$ cat src/shared/bit_branch_defs.svh
// offsets, field positions, reset values and sizes of the bit/branch unit
`ifndef BIT_BRANCH_DEFS_SVH
`define BIT_BRANCH_DEFS_SVH

// apb register byte offsets
`define REG_CCR_OFF       12'h000
`define REG_PC_OFF        12'h004
`define REG_STATUS_OFF    12'h008
`define REG_STACK_OFF     12'h00C

// condition code register bit positions
`define CCR_C_POS         0
`define CCR_V_POS         1
`define CCR_Z_POS         2
`define CCR_N_POS         3
`define CCR_I_POS         7

// status register bit positions
`define STAT_BUSY_POS     0
`define STAT_TAKEN_POS    1
`define STAT_SP_LSB       4
`define STAT_SP_MSB       7

// reset values
`define CCR_RESET         8'h80
`define PC_RESET          24'h000000

// return stack size
`define RSTACK_DEPTH      8
`define RSTACK_IDX_W      3

`endif

$ cat src/shared/bit_branch_pkg.sv
// types shared by the bit/branch unit and its bench
package bit_branch_pkg;

    typedef enum logic [3:0] {
        op_none                  = 4'h0,
        op_bit_or_carry          = 4'h1,
        op_inverted_bit_or_carry = 4'h2,
        op_bit_xor_carry         = 4'h3,
        op_inverted_bit_xor_carry = 4'h4,
        op_bit_load_carry        = 4'h5,
        op_inverted_bit_load_carry = 4'h6,
        op_carry_store_bit       = 4'h7,
        op_inverted_carry_store_bit = 4'h8,
        op_branch_cond           = 4'h9,
        op_jump_absolute         = 4'hA,
        op_relative_call         = 4'hB,
        op_absolute_call         = 4'hC,
        op_subroutine_return     = 4'hD
    } op_e;

    typedef enum logic [3:0] {
        branch_always         = 4'h0,
        branch_never          = 4'h1,
        branch_higher         = 4'h2,
        branch_lower_same     = 4'h3,
        branch_higher_same    = 4'h4,
        branch_carry_set      = 4'h5,
        branch_not_equal      = 4'h6,
        branch_equal          = 4'h7,
        branch_overflow_clear = 4'h8,
        branch_overflow_set   = 4'h9,
        branch_plus           = 4'hA,
        branch_minus          = 4'hB,
        branch_greater_equal  = 4'hC,
        branch_less_than      = 4'hD,
        branch_greater_than   = 4'hE,
        branch_less_equal     = 4'hF
    } cond_e;

    typedef enum logic [1:0] {
        mode_reg_direct   = 2'h0,
        mode_reg_indirect = 2'h1,
        mode_abs8         = 2'h2
    } mode_e;

    typedef enum logic [2:0] {
        st_idle  = 3'b001,
        st_read  = 3'b010,
        st_write = 3'b100
    } state_e;

    typedef struct packed {
        logic        valid;
        op_e         op;
        logic [2:0]  bit_num;
        mode_e       mode;
        logic [23:0] ea;
        cond_e       cond;
        logic [23:0] target;
        logic [23:0] next_pc;
    } dec_req_s;

    typedef struct packed {
        logic        rd;
        logic        wr;
        mode_e       mode;
        logic [23:0] ea;
        logic [7:0]  wdata;
    } opnd_req_s;

    typedef struct packed {
        logic       ack;
        logic [7:0] rdata;
    } opnd_rsp_s;

    typedef struct packed {
        logic        psel;
        logic        penable;
        logic        pwrite;
        logic [11:0] paddr;
        logic [31:0] pwdata;
    } apb_req_s;

    typedef struct packed {
        logic        pready;
        logic        pslverr;
        logic [31:0] prdata;
    } apb_rsp_s;

    typedef struct packed {
        state_e            state;
        op_e               op;
        logic [2:0]        bit_num;
        logic [7:0]        condition_code_register;
        logic [23:0]       pc;
        logic              pc_valid;
        logic              done;
        logic              taken;
        logic [7:0][23:0]  rstack;
        logic [3:0]        sp;
        opnd_req_s         opnd;
    } unit_state_s;

endpackage

$ cat src/core/bit_carry_and_branch_condition_unit.sv
// bit/carry operations and branch condition evaluation with apb access to ccr
`timescale 1ns/1ns
`include "bit_branch_defs.svh"

// Overview of operation
// RULE_01 - bit or carry: carry becomes carry OR selected operand bit
// RULE_02 - inverted bit or carry: carry becomes carry OR inverted operand bit
// RULE_03 - bit xor carry: carry becomes carry XOR selected operand bit
// RULE_04 - inverted bit xor carry: carry becomes carry XOR inverted operand bit
// RULE_05 - inverted carry operations take bit number only from 3-bit immediate
// RULE_06 - bit load carry: selected operand bit copied into carry
// RULE_07 - inverted bit load carry: complement of selected bit into carry
// RULE_08 - carry store bit: carry written into selected operand bit
// RULE_09 - inverted carry store bit: complement of carry into selected bit
// RULE_10 - conditional branch loads target only when its condition is true
// RULE_11 - always, never, zero, overflow and negative tests per flag value
// RULE_12 - unsigned tests: higher, lower-or-same, carry clear, carry set
// RULE_13 - signed tests built from N XOR V and Z
// RULE_14 - jump always loads the program counter with the target
// RULE_15 - both call forms save return point then go to subroutine
// RULE_16 - return resumes at point saved by most recent call; past 8 nested calls the code resumes at entry 7, the eighth call's point
// RULE_17 - store-bit operations read whole byte, change one bit, write back
// RULE_18 - operands by register direct, register indirect or 8-bit absolute
// RULE_19 - false condition continues sequentially with flags unchanged
// RULE_20 - carry operations change only the carry flag
module bit_carry_and_branch_condition_unit
    import bit_branch_pkg::*;
(
    input  wire logic      ref_clk,
    input  wire logic      srst,
    input  wire dec_req_s  dec_req,
    output logic           dec_ready,
    output logic           done,
    output logic           pc_load,
    output logic [23:0]    pc_target,
    output logic [7:0]     ccr_out,
    output opnd_req_s      opnd_req,
    input  wire opnd_rsp_s opnd_rsp,
    input  wire apb_req_s  apb_req,
    output apb_rsp_s       apb_rsp
);

    unit_state_s s;
    unit_state_s next_s;

    function automatic logic cond_true(input cond_e c, input logic [7:0] f);
        logic cf;
        logic vf;
        logic zf;
        logic nf;
        cf = f[`CCR_C_POS];
        vf = f[`CCR_V_POS];
        zf = f[`CCR_Z_POS];
        nf = f[`CCR_N_POS];
        case (c)
            branch_always:         cond_true = 1'b1;            // RULE_11
            branch_never:          cond_true = 1'b0;            // RULE_11
            branch_higher:         cond_true = !(cf | zf);      // RULE_12
            branch_lower_same:     cond_true = cf | zf;         // RULE_12
            branch_higher_same:    cond_true = !cf;             // RULE_12
            branch_carry_set:      cond_true = cf;              // RULE_12
            branch_not_equal:      cond_true = !zf;             // RULE_11
            branch_equal:          cond_true = zf;              // RULE_11
            branch_overflow_clear: cond_true = !vf;             // RULE_11
            branch_overflow_set:   cond_true = vf;              // RULE_11
            branch_plus:           cond_true = !nf;             // RULE_11
            branch_minus:          cond_true = nf;              // RULE_11
            branch_greater_equal:  cond_true = !(nf ^ vf);      // RULE_13
            branch_less_than:      cond_true = nf ^ vf;         // RULE_13
            branch_greater_than:   cond_true = !(zf | (nf ^ vf)); // RULE_13
            branch_less_equal:     cond_true = zf | (nf ^ vf);  // RULE_13
            default:               cond_true = 1'b0;
        endcase
    endfunction

    function automatic logic is_bit_op(input op_e o);
        is_bit_op = (o >= op_bit_or_carry) && (o <= op_inverted_carry_store_bit);
    endfunction

    // apb decode; zero wait states so pready is simply tied to the access phase
    logic        apb_wr;
    logic        apb_hit;
    logic [31:0] apb_rdata;

    always_comb begin
        apb_hit = 1'b1;
        apb_rdata = 32'h00000000;
        case (apb_req.paddr)
            `REG_CCR_OFF:    apb_rdata = {24'h000000, s.condition_code_register};
            `REG_PC_OFF:     apb_rdata = {8'h00, s.pc};
            `REG_STATUS_OFF: begin
                apb_rdata[`STAT_BUSY_POS] = (s.state != st_idle);
                apb_rdata[`STAT_TAKEN_POS] = s.taken;
                apb_rdata[`STAT_SP_MSB:`STAT_SP_LSB] = s.sp;
            end
            `REG_STACK_OFF:  apb_rdata = {8'h00, s.rstack[3'(s.sp - 4'h1)]};
            default:         apb_hit = 1'b0;
        endcase
    end

    assign apb_wr = apb_req.psel && apb_req.penable && apb_req.pwrite && apb_hit;
    assign apb_rsp.pready = apb_req.psel && apb_req.penable;
    assign apb_rsp.pslverr = apb_req.psel && apb_req.penable && !apb_hit;
    assign apb_rsp.prdata = (apb_req.psel && !apb_req.pwrite) ? apb_rdata : 32'h00000000;

    logic       opnd_bit;
    logic       new_c;
    logic [7:0] wbyte;

    always_comb begin
        next_s = s;
        next_s.done = 1'b0;
        next_s.pc_valid = 1'b0;
        opnd_bit = 1'b0;
        new_c = s.condition_code_register[`CCR_C_POS];
        wbyte = opnd_rsp.rdata;
        // software ccr write; an instruction updating carry in the same cycle wins
        if (apb_wr && apb_req.paddr == `REG_CCR_OFF) begin
            next_s.condition_code_register = apb_req.pwdata[7:0];
        end
        case (s.state)
            st_idle: begin
                if (dec_req.valid) begin
                    next_s.op = dec_req.op;
                    // bit position is always the 3-bit immediate; no register source
                    next_s.bit_num = dec_req.bit_num; // RULE_05
                    if (is_bit_op(dec_req.op)) begin
                        next_s.state = st_read;
                        next_s.opnd.rd = 1'b1;
                        next_s.opnd.wr = 1'b0;
                        next_s.opnd.mode = dec_req.mode; // RULE_18
                        next_s.opnd.ea = dec_req.ea;
                    end else begin
                        next_s.done = 1'b1;
                        case (dec_req.op)
                            op_branch_cond: begin
                                next_s.taken = cond_true(dec_req.cond, s.condition_code_register); // RULE_10
                                next_s.pc_valid = 1'b1;
                                // false condition: fall through, flags untouched
                                next_s.pc = next_s.taken ? dec_req.target
                                                         : dec_req.next_pc; // RULE_19
                            end
                            op_jump_absolute: begin
                                next_s.taken = 1'b1;
                                next_s.pc_valid = 1'b1;
                                next_s.pc = dec_req.target; // RULE_14
                            end
                            op_relative_call, op_absolute_call: begin
                                // a full stack holds sp at 8 and overwrites entry 0 on each further call
                                next_s.rstack[s.sp[2:0]] = dec_req.next_pc; // RULE_15
                                next_s.sp = (s.sp == 4'(`RSTACK_DEPTH)) ? s.sp
                                                                        : s.sp + 4'h1;
                                next_s.taken = 1'b1;
                                next_s.pc_valid = 1'b1;
                                next_s.pc = dec_req.target; // RULE_15
                            end
                            op_subroutine_return: begin
                                next_s.pc = s.rstack[3'(s.sp - 4'h1)]; // RULE_16
                                next_s.sp = (s.sp == 4'h0) ? s.sp : s.sp - 4'h1;
                                next_s.taken = 1'b1;
                                next_s.pc_valid = 1'b1;
                            end
                            default: begin
                                next_s.taken = 1'b0;
                            end
                        endcase
                    end
                end
            end
            st_read: begin
                if (opnd_rsp.ack) begin
                    opnd_bit = opnd_rsp.rdata[s.bit_num];
                    next_s.opnd.rd = 1'b0;
                    case (s.op)
                        op_bit_or_carry:            new_c = s.condition_code_register[`CCR_C_POS] | opnd_bit;  // RULE_01
                        op_inverted_bit_or_carry:   new_c = s.condition_code_register[`CCR_C_POS] | !opnd_bit; // RULE_02
                        op_bit_xor_carry:           new_c = s.condition_code_register[`CCR_C_POS] ^ opnd_bit;  // RULE_03
                        op_inverted_bit_xor_carry:  new_c = s.condition_code_register[`CCR_C_POS] ^ !opnd_bit; // RULE_04
                        op_bit_load_carry:          new_c = opnd_bit;                      // RULE_06
                        op_inverted_bit_load_carry: new_c = !opnd_bit;                     // RULE_07
                        op_carry_store_bit:
                            wbyte[s.bit_num] = s.condition_code_register[`CCR_C_POS];                          // RULE_08
                        op_inverted_carry_store_bit:
                            wbyte[s.bit_num] = !s.condition_code_register[`CCR_C_POS];                         // RULE_09
                        default: new_c = s.condition_code_register[`CCR_C_POS];
                    endcase
                    if (s.op == op_carry_store_bit || s.op == op_inverted_carry_store_bit) begin
                        // whole byte goes back so the other seven bits are preserved
                        next_s.state = st_write; // RULE_17
                        next_s.opnd.wr = 1'b1;
                        next_s.opnd.wdata = wbyte; // RULE_17
                    end else begin
                        next_s.state = st_idle;
                        next_s.done = 1'b1;
                        next_s.condition_code_register[`CCR_C_POS] = new_c; // RULE_20
                    end
                end
            end
            st_write: begin
                if (opnd_rsp.ack) begin
                    next_s.opnd.wr = 1'b0;
                    next_s.state = st_idle;
                    next_s.done = 1'b1;
                end
            end
            default: begin
                next_s.state = st_idle;
                next_s.opnd.rd = 1'b0;
                next_s.opnd.wr = 1'b0;
            end
        endcase
    end

    always_ff @(posedge ref_clk) begin
        if (srst) begin
            s <= '0;
            s.state <= st_idle;
            s.condition_code_register <= `CCR_RESET;
            s.pc <= `PC_RESET;
        end else begin
            s <= next_s;
        end
    end

    assign dec_ready = (s.state == st_idle);
    assign done = s.done;
    assign pc_load = s.pc_valid;
    assign pc_target = s.pc;
    assign ccr_out = s.condition_code_register;
    assign opnd_req = s.opnd;

endmodule

$ cat config.mk
export PLATFORM = sky130hd
export DESIGN_NAME = bit_carry_and_branch_condition_unit
export DESIGN_NICKNAME = d
export VERILOG_FILES = /design/src/shared/bit_branch_pkg.sv /design/src/core/bit_carry_and_branch_condition_unit.sv
export VERILOG_INCLUDE_DIRS = /design/src /design/src/shared
export SDC_FILE = /design/constraint.sdc
export NUM_CORES = 1
export LEC_CHECK = 0
export BUFFER_PORTS_ARGS = -buffer_cell sky130_fd_sc_hd__buf_2
export CORE_AREA = 2 2 161 163
export DETAILED_ROUTE_END_ITERATION = 16
export DIE_AREA = 0 0 163 165
export PLACE_DENSITY = 0.78
export SLEW_MARGIN = 20
export SYNTH_ARGS = -nofsm -noshare
export SYNTH_HDL_FRONTEND = slang
export SYNTH_SLANG_ARGS = --single-unit
$ cat constraint.sdc
create_clock -name ref_clk -period 3.9 [get_ports ref_clk]
set_input_delay 0.195 -clock ref_clk [delete_from_list [all_inputs] [get_ports ref_clk]]
set_output_delay 0.195 -clock ref_clk [all_outputs]
set_load 0.01 [all_outputs]
==> out/qor.tcl <==
set qor(run_status) {finished clean}
set qor(netlist_area_um2) 13600
set qor(postLayoutCoreUtil_pct) 64.4
set qor(area_growth_pct) 18.5
set qor(avgViaCountPerCell) 5.84
set qor(yosysSeqAreaShare_pct) 40.7
set qor(fp.dieArea_um2) 26900
set qor(maxSlewHeadroom_pct) 28.1
set qor(drv.max_cap_violation_count) 0
set qor(setup_total_negative_slack_ns) 0
set qor(row_count) 58
set qor(arithmetic_cell_share_of_the_synthesized_area_counting_full_adders_half_adders_and_majority_gates_pct) 0.276
set qor(dp_slack_ns) 0.646
set qor(synth_top_area_share_pct) 40.7
set qor(clock_tree.buffer_depth) 3
set qor(wl_per_cell_um) 18.9
set qor(post-cts-setup-buffers) 0
set qor(grt_start_max_net_pins) 158
set qor(syn_area_per_cell_um2) 8.10
set qor(worst_hold_path.endpoint) {pc_target[2]$_SDFFE_PP0P_}
set qor(layout.cells.most_common_list) {478 x sky130_fd_sc_hd__nand2_1, 276 x sky130_fd_sc_hd__dfxtp_1, 261 x sky130_fd_sc_hd__a21oi_1}
set qor(total_power_mw) 6.32
set qor(yosys-mux-area-fraction_pct) 12.4
set qor(first_global_vias) 12500
set qor(portBuffers) 216
set qor(netlist.top_cell.by_area) {sky130_fd_sc_hd__dfxtp_1}
set qor(synth.area.top_cells) {sky130_fd_sc_hd__dfxtp_1 41%, sky130_fd_sc_hd__nand2_1 13%, sky130_fd_sc_hd__a21oi_1 9.6%}
set qor(post-route-period-util_pct) 94.5
set qor(yosys.area_share.simple_pct) 20.4
set qor(htree_num_levels) 1
set qor(drtIter0Drc) 1316
set qor(die_width_um) 163
set qor(timing.reg2reg.worst_path_depth) 8
set qor(synth_top_family_by_area) {simple AND/OR/NAND/NOR gates}
set qor(type_of_the_setup_path_with_the_least_slack) {reg2out}
set qor(hold_slack_ns) 0.00213
set qor(vdd_ir_drop_max_mv) 0.376
set qor(synth-xor-area-share_pct) 0.386
set qor(detail_route.first_pass.iterations) 6
set qor(clock_latency_ns) 0.55
set qor(path_max_fanout) 13
set qor(flop_to_flop_setup_slack_ns) 0.84
set qor(cp_data_required_time_ns) 3.70
set qor(gr-usage-all-layers_pct) 29.9
set qor(dp_hpwl_um) 25300
set qor(core_area_um2) 25000
set qor(timing.hold.worst_path_depth) 3
set qor(grt_antenna_before_repair) 2
set qor(setup_repair_after_global_routing_missed_its_margin) {false}
set qor(cts_buffer_count) 28
set qor(gp_congestion) 0.818
set qor(syn_inst) 1681
set qor(number_of_enable_type_register_cells_in_the_synthesized_netlist) 0
set qor(ys_types) 67
set qor(holdCritStartpoint) {dec_req[26]}
set qor(final_layout_size_suffix_gt1_share_pct) 21.5
set qor(rr_startpoint) {s[37]$_SDFFE_PP0P_}
set qor(timing.hold.worst.class) {in2reg}
set qor(timing.rr.end) {pc_target[11]$_SDFFE_PP0P_}
set qor(finClkSkew_ns) 0.0266
set qor(worst-endpoint-arrival_ns) 3.49
set qor(grt_overflow) 0
set qor(ys_ff_latch) 277
set qor(clk_pin_slew_ns) 0.06
set qor(final-max-slew-violation-count) 0
set qor(initial_core_util_pct) 54.4
set qor(synth-compound-area-share_pct) 16.3
set qor(cts_num_sinks) 277
set qor(cts_tree) {yes}
set qor(final-setup-viol-count) 0
set qor(ant_nets) 0
set qor(setup_ws_ns) 0.215
set qor(layout_commonest_cell) {sky130_fd_sc_hd__nand2_1}
set qor(max_freq_ghz) 0.271
set qor(num-fill-cells) 1996
set qor(post-route-drc-count) 0
set qor(timing_hold_violations_final) 0
set qor(chipHeight_um) 165
set qor(worstSetupEndpointType) {output port}
set qor(start_kind) {flop}
set qor(cts.root.buffer_cell) {sky130_fd_sc_hd__clkbuf_16}
set qor(nets_finish) 1980
set qor(period_needed_ns) 3.68
set qor(dr_total_vias) 12800
set qor(yosysWarningCount) 0
set qor(leakage_nw) 6.11
set qor(power.density_cell_area_nw_per_um2) 392
set qor(synth-async-reset-ratio_pct) 0
set qor(io-pin-count) 249
set qor(totalWireLength_um) 41300
set qor(postSynth.topFlopCell) {sky130_fd_sc_hd__dfxtp_1}
set qor(grt_first_pass_wirelength_um) 64100
set qor(tightest_slew_ns) 1.08
[critical path, stage by stage, from the launching register on]
cell and delay (ns):
sky130_fd_sc_hd__dfxtp_1 0.57, sky130_fd_sc_hd__inv_1 0.29, sky130_fd_sc_hd__ha_4 0.51, sky130_fd_sc_hd__buf_4 0.29
sky130_fd_sc_hd__mux4_2 0.53, sky130_fd_sc_hd__mux2_2 0.32, sky130_fd_sc_hd__a22oi_1 0.16, sky130_fd_sc_hd__nor2_1 0.08
sky130_fd_sc_hd__buf_2 0.19
[synthesized netlist by cell type, types with 2 or more instances]
library cell	instances
sky130_fd_sc_hd__a2111oi_0	2
sky130_fd_sc_hd__a211o_1	2
sky130_fd_sc_hd__a211oi_1	26
sky130_fd_sc_hd__a21oi_1	261
sky130_fd_sc_hd__a221oi_1	6
sky130_fd_sc_hd__a22oi_1	16
sky130_fd_sc_hd__a31oi_1	5
sky130_fd_sc_hd__and2_1	3
sky130_fd_sc_hd__and3_1	4
sky130_fd_sc_hd__buf_1	2
sky130_fd_sc_hd__buf_2	40
sky130_fd_sc_hd__buf_4	78
sky130_fd_sc_hd__buf_6	2
sky130_fd_sc_hd__clkbuf_1	98
sky130_fd_sc_hd__dfxtp_1	277
sky130_fd_sc_hd__ha_1	3
sky130_fd_sc_hd__inv_1	28
sky130_fd_sc_hd__mux2_2	29
sky130_fd_sc_hd__mux2i_1	23
sky130_fd_sc_hd__mux4_2	50
sky130_fd_sc_hd__nand2_1	478
sky130_fd_sc_hd__nand2b_1	7
sky130_fd_sc_hd__nand3_1	13
sky130_fd_sc_hd__nand3b_1	6
sky130_fd_sc_hd__nand4b_1	4
sky130_fd_sc_hd__nor2_1	88
sky130_fd_sc_hd__nor2_2	2
sky130_fd_sc_hd__nor2b_1	6
sky130_fd_sc_hd__nor3_1	12
sky130_fd_sc_hd__nor3_2	4
sky130_fd_sc_hd__nor3b_1	3
sky130_fd_sc_hd__nor3b_2	2
sky130_fd_sc_hd__nor4_2	3
sky130_fd_sc_hd__nor4bb_1	2
sky130_fd_sc_hd__o21a_1	23
sky130_fd_sc_hd__o21ai_0	32
sky130_fd_sc_hd__o22a_1	2
sky130_fd_sc_hd__o31a_1	2
sky130_fd_sc_hd__o31ai_1	3
sky130_fd_sc_hd__or4_1	2
sky130_fd_sc_hd__or4b_1	2
sky130_fd_sc_hd__xnor2_1	5
[through the flow]
| step | cells | area, um^2 |
|---|---|---|
| floorplan | 1688 | 13600 |
| CTS | 2183 | 16100 |
| global placement | 2048 | 14300 |
| global route | 2185 | 16100 |
| finish | 2185 | 16100 |
| detailed placement | 2048 | 14300 |
[where the power goes]
part | internal, mW | total, mW | switching (mW)
clock | 1.71 | 2.83 | 1.11
sequential | 2.87 | 2.91 | 0.0384
combinational | 0.240 | 0.580 | 0.340
[per-layer routing]
metal,track usage (%),routed length [um],vias up
li1,-,-,5928
met1,35.6,15900,6045
met2,52.3,19900,652
met3,5.17,3570,133
met4,14.9,1920,0
met5,0,0,-
[cell families (layout without fill, tap and decap cells)]
family          after synthesis  in the layout
buf+inv                     248            413
simple gates                654            654
flops                       277            277
xor+xnor                      6              6
mux                         102            102
fa+ha+maj                     3              3
compound gates              390            390
other cells                   1             10
[timing repair]
action	in CTS	in global routing
hold endpoints to repair	215	0
resized for setup	0	1
hold buffers	85	0
endpoints found under the setup margin	0	15
[area by class of cell]
| type | count | area (um^2) | share of cell area [%] |
|---|---|---|---|
| Antenna cell | 2 | 5.00 | 0.0310 |
| Sequential cell | 277 | 5550 | 34.4 |
| Inverter | 28 | 105 | 0.651 |
| Clock inverter | 9 | 156 | 0.969 |
| Clock buffer | 41 | 820 | 5.08 |
| Tap cell | 330 | 413 | 2.56 |
| Multi-Input combinational cell | 1163 | 6870 | 42.6 |
| Timing Repair Buffer | 335 | 2220 | 13.8 |
[how the worst max path moves through the flow]
stage | start | end | slack, ns | cells past startpoint
final | s[37]$_SDFFE_PP0P_ | apb_rsp[14] | 0.22 | 8
after global routing | s[37]$_SDFFE_PP0P_ | apb_rsp[17] | 0.08 | 8
after CTS | s[37]$_SDFFE_PP0P_ | apb_rsp[14] | 0.03 | 8
after detailed placement | s[37]$_SDFFE_PP0P_ | apb_rsp[14] | 0.65 | 8
after global placement | s[37]$_SDFFE_PP0P_ | apb_rsp[14] | 0.67 | 8
after floorplan | s[37]$_SDFFE_PP0P_ | pc_target[23]$_SDFFE_PP0P_ | 1.12 | 10
Power figures use the tool's default switching activity.
